--- src/spi_link_tunnel_defs.vh ---
`ifndef SPI_LINK_TUNNEL_DEFS_VH
`define SPI_LINK_TUNNEL_DEFS_VH

// Codes of the three-bit control channel mode field.
`define SPT_MODE_FWD        3'b110
`define SPT_MODE_REV        3'b111

// System clock period and back channel frame period, in ns.
`define SPT_CLK_NS          50
`define SPT_BC_FRAME_NS     7500

// Forward channel frame bit positions, one bit per sampled signal.
`define SPT_FWD_W           4
`define SPT_FWD_SCLK        0
`define SPT_FWD_MOSI        1
`define SPT_FWD_SS          2
`define SPT_FWD_MISO        3

// Back channel frame fields.
`define SPT_BC_W            9
`define SPT_BC_SS           0
`define SPT_BC_CNT_LO       1
`define SPT_BC_CNT_HI       3
`define SPT_BC_DAT_LO       4
`define SPT_BC_DAT_HI       7
`define SPT_BC_MISO         8

// Largest number of data samples one back channel frame may carry.
`define SPT_BC_BURST        3'h4

// Synchroniser lanes for the eight SPI pin inputs.
`define SPT_PIN_W           8
`define SPT_P_SER_SCLK      0
`define SPT_P_SER_MOSI      1
`define SPT_P_SER_SS        2
`define SPT_P_SER_MISO      3
`define SPT_P_DES_SCLK      4
`define SPT_P_DES_MOSI      5
`define SPT_P_DES_SS        6
`define SPT_P_DES_MISO      7

// Reverse regeneration states.
`define SPT_ST_IDLE         2'h0
`define SPT_ST_SETUP        2'h1
`define SPT_ST_HIGH         2'h2

`endif

--- src/spi_link_tunnel.v ---
// Operation
// - Tunnel carries only SPI traffic; it never reaches configuration registers.
// - Mode field code 110 selects forward SPI, code 111 selects reverse SPI.
// - Serializer oversamples clock, MOSI and SS on pixel clock, no edge detection.
// - Each sample puts one bit per signal into the forward frame.
// - Far end rebuilds signals and freezes MOSI while regenerated clock is high.
// - Far end outputs regenerated clock one pixel clock after matching MOSI.
// - Reverse mode deserializer synchronises SS and clock into its own clock.
// - Reverse mode captures MOSI on active clock edge and buffers it.
// - Every back channel frame carries current SS with any buffered data.
// - Serializer regenerates reverse data from frames, possibly in bursts.
// - Reverse reads carry at most one sample per back channel frame.
// - Tunnel runs on the secondary lane, only in two-lane configuration.
`timescale 1ns/1ns
`include "spi_link_tunnel_defs.vh"

module spi_link_tunnel #(
    parameter BC_FRAME_CYCLES = (`SPT_BC_FRAME_NS + `SPT_CLK_NS - 1) / `SPT_CLK_NS,
    parameter BUF_DEPTH       = 8,
    parameter REV_HALF_CYCLES = 2
) (
    input  wire                   SYS_CLK_I,      // System and pixel clock.
    input  wire                   RSTN_I,         // Asynchronous reset, low active.
    input  wire [2:0]             MODE_I,         // Control channel mode field.
    input  wire                   CC_EN_I,        // Fast control channel enable.
    input  wire                   LOCK_I,         // Receiver lock.
    input  wire                   TWO_LANE_I,     // Link runs on two lanes.
    input  wire                   ONE_SAMPLE_I,   // Read transfer, one sample per frame.
    input  wire                   SER_SCLK_I,     // Serializer side master clock.
    input  wire                   SER_MOSI_I,     // Serializer side master data.
    input  wire                   SER_SS_N_I,     // Serializer side master select.
    output reg                    SER_MISO_O,     // Serializer side data to master.
    output reg                    SER_SCLK_O,     // Regenerated clock to local slave.
    output reg                    SER_MOSI_O,     // Regenerated data to local slave.
    output reg                    SER_SS_N_O,     // Regenerated select to local slave.
    input  wire                   SER_MISO_I,     // Local slave data.
    input  wire                   DES_SCLK_I,     // Deserializer side master clock.
    input  wire                   DES_MOSI_I,     // Deserializer side master data.
    input  wire                   DES_SS_N_I,     // Deserializer side master select.
    output reg                    DES_MISO_O,     // Deserializer side data to master.
    output reg                    DES_SCLK_O,     // Regenerated clock to far slave.
    output reg                    DES_MOSI_O,     // Regenerated data to far slave.
    output reg                    DES_SS_N_O,     // Regenerated select to far slave.
    input  wire                   DES_MISO_I,     // Far slave data.
    output reg  [`SPT_FWD_W-1:0]  FWD_FRAME_O,    // Forward frame, one per cycle.
    input  wire [`SPT_FWD_W-1:0]  FWD_FRAME_I,    // Forward frame from link.
    output reg  [`SPT_BC_W-1:0]   BC_FRAME_O,     // Back channel frame.
    output reg                    BC_VALID_O,     // Back channel frame strobe.
    input  wire [`SPT_BC_W-1:0]   BC_FRAME_I,     // Back channel frame from link.
    input  wire                   BC_VALID_I      // Back channel frame strobe from link.
);

    // Tunnel enables; the block has no register path at all, only SPI bits.
    wire chan_ok = CC_EN_I & LOCK_I & TWO_LANE_I;
    wire fwd_on  = chan_ok & (MODE_I == `SPT_MODE_FWD);
    wire rev_on  = chan_ok & (MODE_I == `SPT_MODE_REV);

    reg  [`SPT_PIN_W-1:0] pin_s1;
    reg  [`SPT_PIN_W-1:0] pin_s2;
    reg                   des_sclk_d;
    reg  [7:0]            bc_tmr;
    reg  [BUF_DEPTH-1:0]  cap_buf;
    reg  [3:0]            cap_cnt;
    reg  [BUF_DEPTH-1:0]  next_cap_buf;
    reg  [3:0]            next_cap_cnt;
    reg  [2:0]            pop_n;
    reg                   fwd_sclk_d;
    reg  [7:0]            pend;
    reg  [3:0]            pend_cnt;
    reg  [7:0]            next_pend;
    reg  [3:0]            next_pend_cnt;
    reg  [1:0]            st;
    reg  [7:0]            tmr;
    reg                   ss_rx;

    wire bc_tick  = (bc_tmr == 8'h00);
    wire des_edge = pin_s2[`SPT_P_DES_SCLK] & ~des_sclk_d;
    wire cap_push = rev_on & des_edge & ~pin_s2[`SPT_P_DES_SS];
    wire [2:0] lim = ONE_SAMPLE_I ? 3'h1 : `SPT_BC_BURST;
    wire [2:0] rx_n = BC_FRAME_I[`SPT_BC_CNT_HI:`SPT_BC_CNT_LO];
    wire [4:0] rx_mask = (5'h01 << rx_n) - 5'h01;
    wire [3:0] rx_bits = BC_FRAME_I[`SPT_BC_DAT_HI:`SPT_BC_DAT_LO] & rx_mask[3:0];
    wire rx_take = BC_VALID_I & rev_on;
    wire rg_pop  = rev_on & (st == `SPT_ST_IDLE) & (pend_cnt != 4'h0);

    // Two-stage synchronisers for every pin; nothing reads the first stage.
    always @(posedge SYS_CLK_I or negedge RSTN_I) begin
        if (!RSTN_I) begin
            pin_s1 <= 8'h44;
            pin_s2 <= 8'h44;
        end else begin
            pin_s1 <= {DES_MISO_I, DES_SS_N_I, DES_MOSI_I, DES_SCLK_I,
                       SER_MISO_I, SER_SS_N_I, SER_MOSI_I, SER_SCLK_I};
            pin_s2 <= pin_s1;
        end
    end

    // Serializer forward sampler: raw oversampling of the three lines, each
    // cycle, so the far end sees every level change within one pixel clock.
    always @(posedge SYS_CLK_I or negedge RSTN_I) begin
        if (!RSTN_I) begin
            FWD_FRAME_O <= 4'h4;
        end else begin
            FWD_FRAME_O[`SPT_FWD_SCLK] <= fwd_on & pin_s2[`SPT_P_SER_SCLK];
            FWD_FRAME_O[`SPT_FWD_MOSI] <= fwd_on & pin_s2[`SPT_P_SER_MOSI];
            FWD_FRAME_O[`SPT_FWD_SS]   <= ~fwd_on | pin_s2[`SPT_P_SER_SS];
            FWD_FRAME_O[`SPT_FWD_MISO] <= rev_on & pin_s2[`SPT_P_SER_MISO];
        end
    end

    // Far end forward regeneration. The clock goes out one cycle behind its
    // data, and data is frozen while the rebuilt clock is high, so a slave
    // sampling on the rising edge always sees a settled bit.
    always @(posedge SYS_CLK_I or negedge RSTN_I) begin
        if (!RSTN_I) begin
            fwd_sclk_d <= 1'b0;
            DES_SCLK_O <= 1'b0;
            DES_MOSI_O <= 1'b0;
            DES_SS_N_O <= 1'b1;
            DES_MISO_O <= 1'b0;
        end else begin
            fwd_sclk_d <= fwd_on & FWD_FRAME_I[`SPT_FWD_SCLK];
            DES_SCLK_O <= fwd_on & fwd_sclk_d;
            if (!DES_SCLK_O) begin
                DES_MOSI_O <= fwd_on & FWD_FRAME_I[`SPT_FWD_MOSI];
            end
            DES_SS_N_O <= ~fwd_on | FWD_FRAME_I[`SPT_FWD_SS];
            DES_MISO_O <= rev_on & FWD_FRAME_I[`SPT_FWD_MISO];
        end
    end

    // Capture buffer: pop what the frame takes, then append the new bit.
    // A bit that arrives with the buffer full is dropped; the master must
    // pace itself to the back channel rate.
    always @* begin
        next_cap_buf = cap_buf;
        next_cap_cnt = cap_cnt;
        pop_n = (cap_cnt > {1'b0, lim}) ? lim : cap_cnt[2:0];
        if (bc_tick) begin
            next_cap_buf = cap_buf >> pop_n;
            next_cap_cnt = cap_cnt - {1'b0, pop_n};
        end
        if (cap_push && (next_cap_cnt < BUF_DEPTH)) begin
            next_cap_buf[next_cap_cnt[2:0]] = pin_s2[`SPT_P_DES_MOSI];
            next_cap_cnt = next_cap_cnt + 4'h1;
        end
    end

    // Reverse capture and back channel framing on the frame divider.
    always @(posedge SYS_CLK_I or negedge RSTN_I) begin
        if (!RSTN_I) begin
            des_sclk_d <= 1'b0;
            bc_tmr     <= 8'h00;
            cap_buf    <= {BUF_DEPTH{1'b0}};
            cap_cnt    <= 4'h0;
            BC_FRAME_O <= 9'h001;
            BC_VALID_O <= 1'b0;
        end else begin
            des_sclk_d <= pin_s2[`SPT_P_DES_SCLK];
            bc_tmr     <= bc_tick ? BC_FRAME_CYCLES[7:0] - 8'h01 : bc_tmr - 8'h01;
            cap_buf    <= rev_on ? next_cap_buf : {BUF_DEPTH{1'b0}};
            cap_cnt    <= rev_on ? next_cap_cnt : 4'h0;
            BC_VALID_O <= bc_tick;
            if (bc_tick) begin
                BC_FRAME_O[`SPT_BC_SS] <= ~rev_on | pin_s2[`SPT_P_DES_SS];
                BC_FRAME_O[`SPT_BC_CNT_HI:`SPT_BC_CNT_LO] <= rev_on ? pop_n : 3'h0;
                BC_FRAME_O[`SPT_BC_DAT_HI:`SPT_BC_DAT_LO] <= rev_on ? cap_buf[3:0] : 4'h0;
                BC_FRAME_O[`SPT_BC_MISO] <= fwd_on & pin_s2[`SPT_P_DES_MISO];
            end
        end
    end

    // Serializer pending bits: drain one per regenerated clock, append a
    // frame's worth at once, which is what makes the output bursty.
    always @* begin
        next_pend     = pend;
        next_pend_cnt = pend_cnt;
        if (rg_pop) begin
            next_pend     = pend >> 1;
            next_pend_cnt = pend_cnt - 4'h1;
        end
        if (rx_take) begin
            next_pend     = next_pend | ({4'h0, rx_bits} << next_pend_cnt);
            next_pend_cnt = next_pend_cnt + {1'b0, rx_n};
        end
    end

    // Reverse regeneration: data set up half a period before each rising
    // clock edge; select is released only after the queue has drained.
    always @(posedge SYS_CLK_I or negedge RSTN_I) begin
        if (!RSTN_I) begin
            pend       <= 8'h00;
            pend_cnt   <= 4'h0;
            st         <= `SPT_ST_IDLE;
            tmr        <= 8'h00;
            ss_rx      <= 1'b1;
            SER_SCLK_O <= 1'b0;
            SER_MOSI_O <= 1'b0;
            SER_SS_N_O <= 1'b1;
            SER_MISO_O <= 1'b0;
        end else begin
            pend     <= rev_on ? next_pend : 8'h00;
            pend_cnt <= rev_on ? next_pend_cnt : 4'h0;
            if (rx_take) begin
                ss_rx <= BC_FRAME_I[`SPT_BC_SS];
            end else if (!rev_on) begin
                ss_rx <= 1'b1;
            end
            if (!fwd_on) begin
                SER_MISO_O <= 1'b0;
            end else if (BC_VALID_I) begin
                SER_MISO_O <= BC_FRAME_I[`SPT_BC_MISO];
            end
            if (!ss_rx) begin
                SER_SS_N_O <= 1'b0;
            end else if (pend_cnt == 4'h0 && st == `SPT_ST_IDLE) begin
                SER_SS_N_O <= 1'b1;
            end
            case (st)
                `SPT_ST_IDLE: begin
                    SER_SCLK_O <= 1'b0;
                    if (rg_pop) begin
                        SER_MOSI_O <= pend[0];
                        tmr        <= REV_HALF_CYCLES[7:0] - 8'h01;
                        st         <= `SPT_ST_SETUP;
                    end
                end
                `SPT_ST_SETUP: begin
                    if (tmr == 8'h00) begin
                        SER_SCLK_O <= 1'b1;
                        tmr        <= REV_HALF_CYCLES[7:0] - 8'h01;
                        st         <= `SPT_ST_HIGH;
                    end else begin
                        tmr <= tmr - 8'h01;
                    end
                end
                `SPT_ST_HIGH: begin
                    if (tmr == 8'h00) begin
                        SER_SCLK_O <= 1'b0;
                        st         <= `SPT_ST_IDLE;
                    end else begin
                        tmr <= tmr - 8'h01;
                    end
                end
                default: begin
                    SER_SCLK_O <= 1'b0;
                    st         <= `SPT_ST_IDLE;
                end
            endcase
        end
    end

endmodule

--- config.mk ---
export PLATFORM = sky130hd
export DESIGN_NAME = spi_link_tunnel
export DESIGN_NICKNAME = d
export VERILOG_FILES = /design/src/spi_link_tunnel.v
export VERILOG_INCLUDE_DIRS = /design/src
export SDC_FILE = /design/constraint.sdc
export NUM_CORES = 1
export LEC_CHECK = 0
export ABC_CLOCK_PERIOD_IN_PS = 7750
export BUFFER_PORTS_ARGS = -buffer_cell sky130_fd_sc_hd__buf_4
export CAP_MARGIN = 10
export CELL_PAD_IN_SITES_DETAIL_PLACEMENT = 1
export CELL_PAD_IN_SITES_GLOBAL_PLACEMENT = 1
export CORE_MARGIN = 2
export CORE_UTILIZATION = 49
export DETAILED_ROUTE_END_ITERATION = 8
export PLACE_DENSITY = 0.88
export SETUP_SLACK_MARGIN = 0.05
export SLEW_MARGIN = 20
export SYNTH_ARGS = -nofsm -noshare
export SYNTH_HDL_FRONTEND = slang
export SYNTH_SLANG_ARGS = --single-unit
--- constraint.sdc ---
create_clock -name SYS_CLK_I -period 7.75 [get_ports SYS_CLK_I]
set_input_delay 1.55 -clock SYS_CLK_I [delete_from_list [all_inputs] [get_ports SYS_CLK_I]]
set_output_delay 1.55 -clock SYS_CLK_I [all_outputs]
set_load 0.005 [all_outputs]
# Word level (Yosys, flattened, before mapping)
# Index checks and enable logic that the tools add are counted.
# Widths: inputs -> output; s select.
[totals]
word_cells = 125
reg_bits = 83
output_inout_bits = 22
input_bits = 31
[classes]
n_bitwise = 27
magnitude_cmp = 4
eq_ne = 11
reduce_logical = 13
shift = 3
mux = 37
addsub = 7
[ops]
columns = ["cell", "count"]
rows = [
  ["$mux 8", 10],
  ["$mux 4", 7],
  ["$pmux 8 s3", 1],
  ["$and 1x1->1", 18],
  ["$logic_not 8->1", 2],
  ["$sub 8x1->8 const B", 2],
  ["$ne 2x2->1 const B", 5],
  ["$mux 1", 9],
  ["$mux 3", 3],
  ["$bwmux 8", 1],
  ["$or 8x8->8", 1],
  ["$shl 4x4->8", 1],
  ["$shr 8x3->8", 1],
  ["$sub 4x1->4 const B", 2],
  ["$eq 3x3->1 const B", 2],
  ["$mux 2", 3],
  ["$pmux 2 s3", 1],
  ["$reduce_and 3->1", 2],
  ["$add 4x1->4 const B", 1],
  ["$add 4x3->4", 1],
  ["$and 4x4->4", 1],
  ["$gt 4x3->1", 1],
  ["$logic_not 4->1", 1],
  ["$lt 3x4->1 const B", 1],
  ["16 further kinds", 25],
]

# Depth between registers and ports, before layout
[logic_depth]
ltp_word = 12
depth_mapped = 18
depth_no_buf = 17

# Worst setup path before layout
# OpenSTA, ideal clock, no wires.
[synth_timing]
kind = "in2reg"
startpoint = "input port ONE_SAMPLE_I"
endpoint = "register cap_buf[5]"
stages = 14
path_buffers = 1
t_required_ps = 7625
setup_time_ps = 125
setup_slack_ps = 3333
t_arrival_ps = 4292
path_cell_list = "ha_1 > and2_1 > o21ai_0 > nand2_1 > a21oi_1 > inv_1 > ha_1 > ha_1 > or3b_2 > o221ai_2 > a211oi_2 > buf_4 > nand2_1 > mux2_2"
[synth_between]
elab_chain_len = 12
elab_cells_between_ends = 17
cone_classes = "1 x add/sub; 4 x order compare; 1 x shift; 9 x mux; 2 x reduce/logical"
[synth_lines]
columns = ["item", "line", "text"]
rows = [
  ["start, declared", "spi_link_tunnel.v:28", "input wire ONE_SAMPLE_I,"],
  ["$mux 3 (no source line) (*)", "--", ""],
  ["$gt 4x3->1", "spi_link_tunnel.v:138", "pop_n = (cap_cnt > {1'b0, lim}) ? lim : cap_cnt[2:0];"],
  ["$mux 3 (*)", "spi_link_tunnel.v:138", ""],
  ["$sub 4x3->4", "spi_link_tunnel.v:141", "next_cap_cnt = cap_cnt - {1'b0, pop_n};"],
  ["$mux 4", "spi_link_tunnel.v:139", "if (bc_tick) begin"],
  ["$lt 3x4->1 or $ge 3x1->1 (tied branches)", "spi_link_tunnel.v:144", "next_cap_buf[next_cap_cnt[2:0]] = pin_s2[`SPT_P_DES_MOSI];"],
  ["$logic_and 1x1->1", "spi_link_tunnel.v:144", ""],
  ["$mux 1", "spi_link_tunnel.v:144", ""],
  ["$demux 1 s3", "spi_link_tunnel.v:144", ""],
  ["$bwmux 8", "spi_link_tunnel.v:144", ""],
  ["$mux 8 (*)", "spi_link_tunnel.v:143", "if (cap_push && (next_cap_cnt < BUF_DEPTH)) begin"],
  ["$mux 8 (*)", "spi_link_tunnel.v:161", "cap_buf <= rev_on ? next_cap_buf : {BUF_DEPTH{1'b0}};"],
  ["end signal, assigned", "spi_link_tunnel.v:154", "cap_buf <= {BUF_DEPTH{1'b0}};"],
  ["end signal, assigned", "spi_link_tunnel.v:161", ""],
  ["end, declared", "spi_link_tunnel.v:62", "reg [BUF_DEPTH-1:0] cap_buf;"],
]
# Every way passes the cells marked *; elsewhere a longest branch is shown, timed or not.
# A chain may end at the register's enable or synchronous reset.

# Worst setup path after layout
[layout_timing]
startpoint = "input port ONE_SAMPLE_I"
endpoint = "register cap_buf[4]"
# The elaborated chain is that of the path after synthesis.

==> reports/qor.yml <==
status: "complete, no violations"
drv_slew: 0
finalHoldViolations: 0
synth_warnings: 0
clk_path_buf_depth: 2
cpMostUsedCell: "ha_1"
critPathLaunchType: "input port"
dpl_worst_slack_ps: 2260
antenna_cells: 0
wirelength_um: 13300
drt_first_pass_iters: 4
criticalPathCategory: "in2reg"
detail-route-antenna-nets: 0
use_met1: 0.340
fin_skew_ps: 18.3
ir_worst_vdd_mv: 0.117
fin_crit_ps: 5160
drcViolationCount: 0
max_stage_delay_ps: 760
use_met2: 0.499
clkTransAtPathRegs_ps: 90
synth_common_cells: "74 x dfrtp_1, 60 x nand2_1, 51 x nor2_1"
overflow: 0
max_freq_mhz: 194
postSynth.asyncResetShare: 1.00
syn_inst: 499
cp.buffers_inverters: 2
cts_resized: 0
io_buffer_count: 52
cp-end-kind: "register"
grt.busiest_layer: "met2"
yosysSeqAreaShare: 0.449
num_rows: 35
drive_gt1_frac: 0.186
antenna_found_initial: 0
worstPathMaxFanout: 12
grtUsageTotal: 0.277
dieArea_um2: 10300
core_area_um2: 9240
worstMarginPinSlew_ps: 1020
cts_tree: "done"
tns_ps: 0
dieWidth_um: 101
postLayoutCellArea_um2: 5310
nets: 593
fillers: 1077
setup_slack_ps: 2590
clock-root-buffer: "clkbuf_8"
yosysTopAreaCellShare: 0.398
path_cells: "buf_4 -> ha_1 -> and2_1 -> o21ai_0 -> nand2_1 -> a21oi_1 -> inv_1 -> ha_1 -> ha_1 -> or3b_2 -> o221ai_2 -> a211oi_2 -> a221oi_1 -> a31o_2"
drt_iter0_markers: 223
routabilityCongestion: 0.876
period_share: 0.665
cap_violations: 0
synth_area_per_cell_um2: 9.32
cpLargestDelayFamily: "compound AO/OA/AOI/OAI gates"
maxSlewHeadroom: 0.311
synth_cell_types: 62
hold_buffers: 0
via_per_inst: 6.05
crit_arrival_ps: 5400
synth_area_um2: 4650
yosys.area.top_type: "dfrtp_1"
yosys.cell_count.top_type: "dfrtp_1"
final_util: 0.575
crit_required_ps: 7990
dr_total_vias: 4103
gr-usage-met3: 0.0490
critPathSlowestCell: "a211oi_2"
hold_path.class: "reg2reg"
setup_viol: 0
cts_max_level: 3
synth_flop_cell: "dfrtp_1"
chipHeight_um: 101
io_pins: 53
grt_start_max_net_pins: 84
rsz0062_at_grt: "no"
synth_edf_count: 0
synth-seq-cells: 83
initial_core_util: 0.503
wl_per_cell_um: 19.6
grt_pass1_vias: 4419
leakage_nw: 2.31
p_per_area_nw_per_um2: 178
numCtsBuffers: 9
grt_pass1_wl_um: 22200
synth_fp_nets: 548
area_growth_pct: 14.3
hpwl_um: 9680
dpl_cell_area_um2: 5130
yosys-top-cells-area: "dfrtp_1 40%, dfstp_2 5.1%, nand2_1 4.8%"
clkSinkCount: 83
worst_skew_pair.late_latency_ps: 360
postCtsSetupBuffers: 0
-- worst paths after layout --
| check | depth (start not counted) | slack (ps) | start | to |
|---|---|---|---|---|
| max | 14 | 2590 | ONE_SAMPLE_I | cap_buf[4] |
| min | 0 | 350 | pin_s1[7] | pin_s2[7] |
| max reg2reg | 14 | 2850 | cap_cnt[0] | cap_buf[4] |
| min reg2reg | 0 | 350 | pin_s1[7] | pin_s2[7] |
| max in group asynchronous | 1 | 6010 | RSTN_I | cap_buf[4] |
| min in group asynchronous | 1 | 1230 | RSTN_I | pin_s1[1] |
-- flip-flops by register name (all words and copies together) (netlist names), 2 cells and up --
register / flops
BC_FRAME_O: 9
FWD_FRAME_O: 4
bc_tmr: 8
cap_buf: 8
cap_cnt: 4
pend: 8
pend_cnt: 4
pin_s1: 8
pin_s2: 8
st: 2
tmr: 8
-- worst reg2reg max path, delay by kind of cell (launching register included) --
family / cells / cell delay (ps)
AO/OA/AOI/OAI: 6 / 2110
adder cells (fa/ha/maj): 3 / 840
flip-flops: 1 / 830
AND/OR/NAND/NOR: 3 / 600
buffers and inverters: 2 / 420
-- per-stage QoR --
step,hold slack [ps],instances,total power [mW]
6_report,350,678,0.947
5_1_grt,353,678,0.994
4_1_cts,347,678,0.953
3_5_place_dp,336,662,0.653
3_3_place_gp,332,662,0.637
2_1_floorplan,331,499,0.589
-- cell type report --
type	count	area, um^2	share of cell area
clock buffer	10	128	0.0240
clock inverter	6	51.3	0.00965
inverter	20	75.1	0.0141
multi-input combinational	376	2400	0.452
sequential	83	2090	0.393
tap	129	161	0.0304
timing repair buffer	54	409	0.0770
-- report_power, final --
part	total, mW	switching (mW)	internal, mW
clock	0.296	0.176	0.121
sequential	0.480	0.0230	0.457
combinational	0.170	0.107	0.0639
total	0.947	0.305	0.641
-- cells in the final DEF (no fill, tap or decap), drive strengths merged, types with 3 or more instances in the layout --
| master | count |
|---|---|
| nand3 | 22 |
| nor4b | 3 |
| and3 | 3 |
| o22ai | 6 |
| nand4 | 4 |
| nand2 | 60 |
| o31ai | 9 |
| o221ai | 5 |
| and2 | 9 |
| nand2b | 3 |
| dfrtp | 74 |
| mux2i | 19 |
| o211ai | 3 |
| or4 | 4 |
| a21oi | 25 |
| a31oi | 13 |
| dfstp | 9 |
| nor3b | 9 |
| or3 | 6 |
| nor3 | 20 |
| or4b | 4 |
| ha | 17 |
| mux2 | 6 |
| xnor2 | 7 |
| buf | 54 |
| xor2 | 7 |
| nor2 | 52 |
| inv | 22 |
| o21ai | 23 |
| clkinvlp | 3 |
| nor2b | 6 |
| clkbuf | 10 |
| a211oi | 3 |
-- routing by layer --
metal  vias up  wire (um)
met5         -          0
met4         0        180
met3        19        487
met2       112       7150
met1      2105       5500
li1       1867          -
-- cell families after synthesis --
| kind of cell | count (synthesis) | synth area share |
|---|---|---|
| buf+inv | 40 | 0.0355 |
| compound gates | 106 | 0.155 |
| simple gates | 213 | 0.228 |
| mux | 25 | 0.0554 |
| xor+xnor | 14 | 0.0264 |
| fa+ha+maj | 18 | 0.0501 |
| flops | 83 | 0.449 |
(Power assumes the default switching activity.)
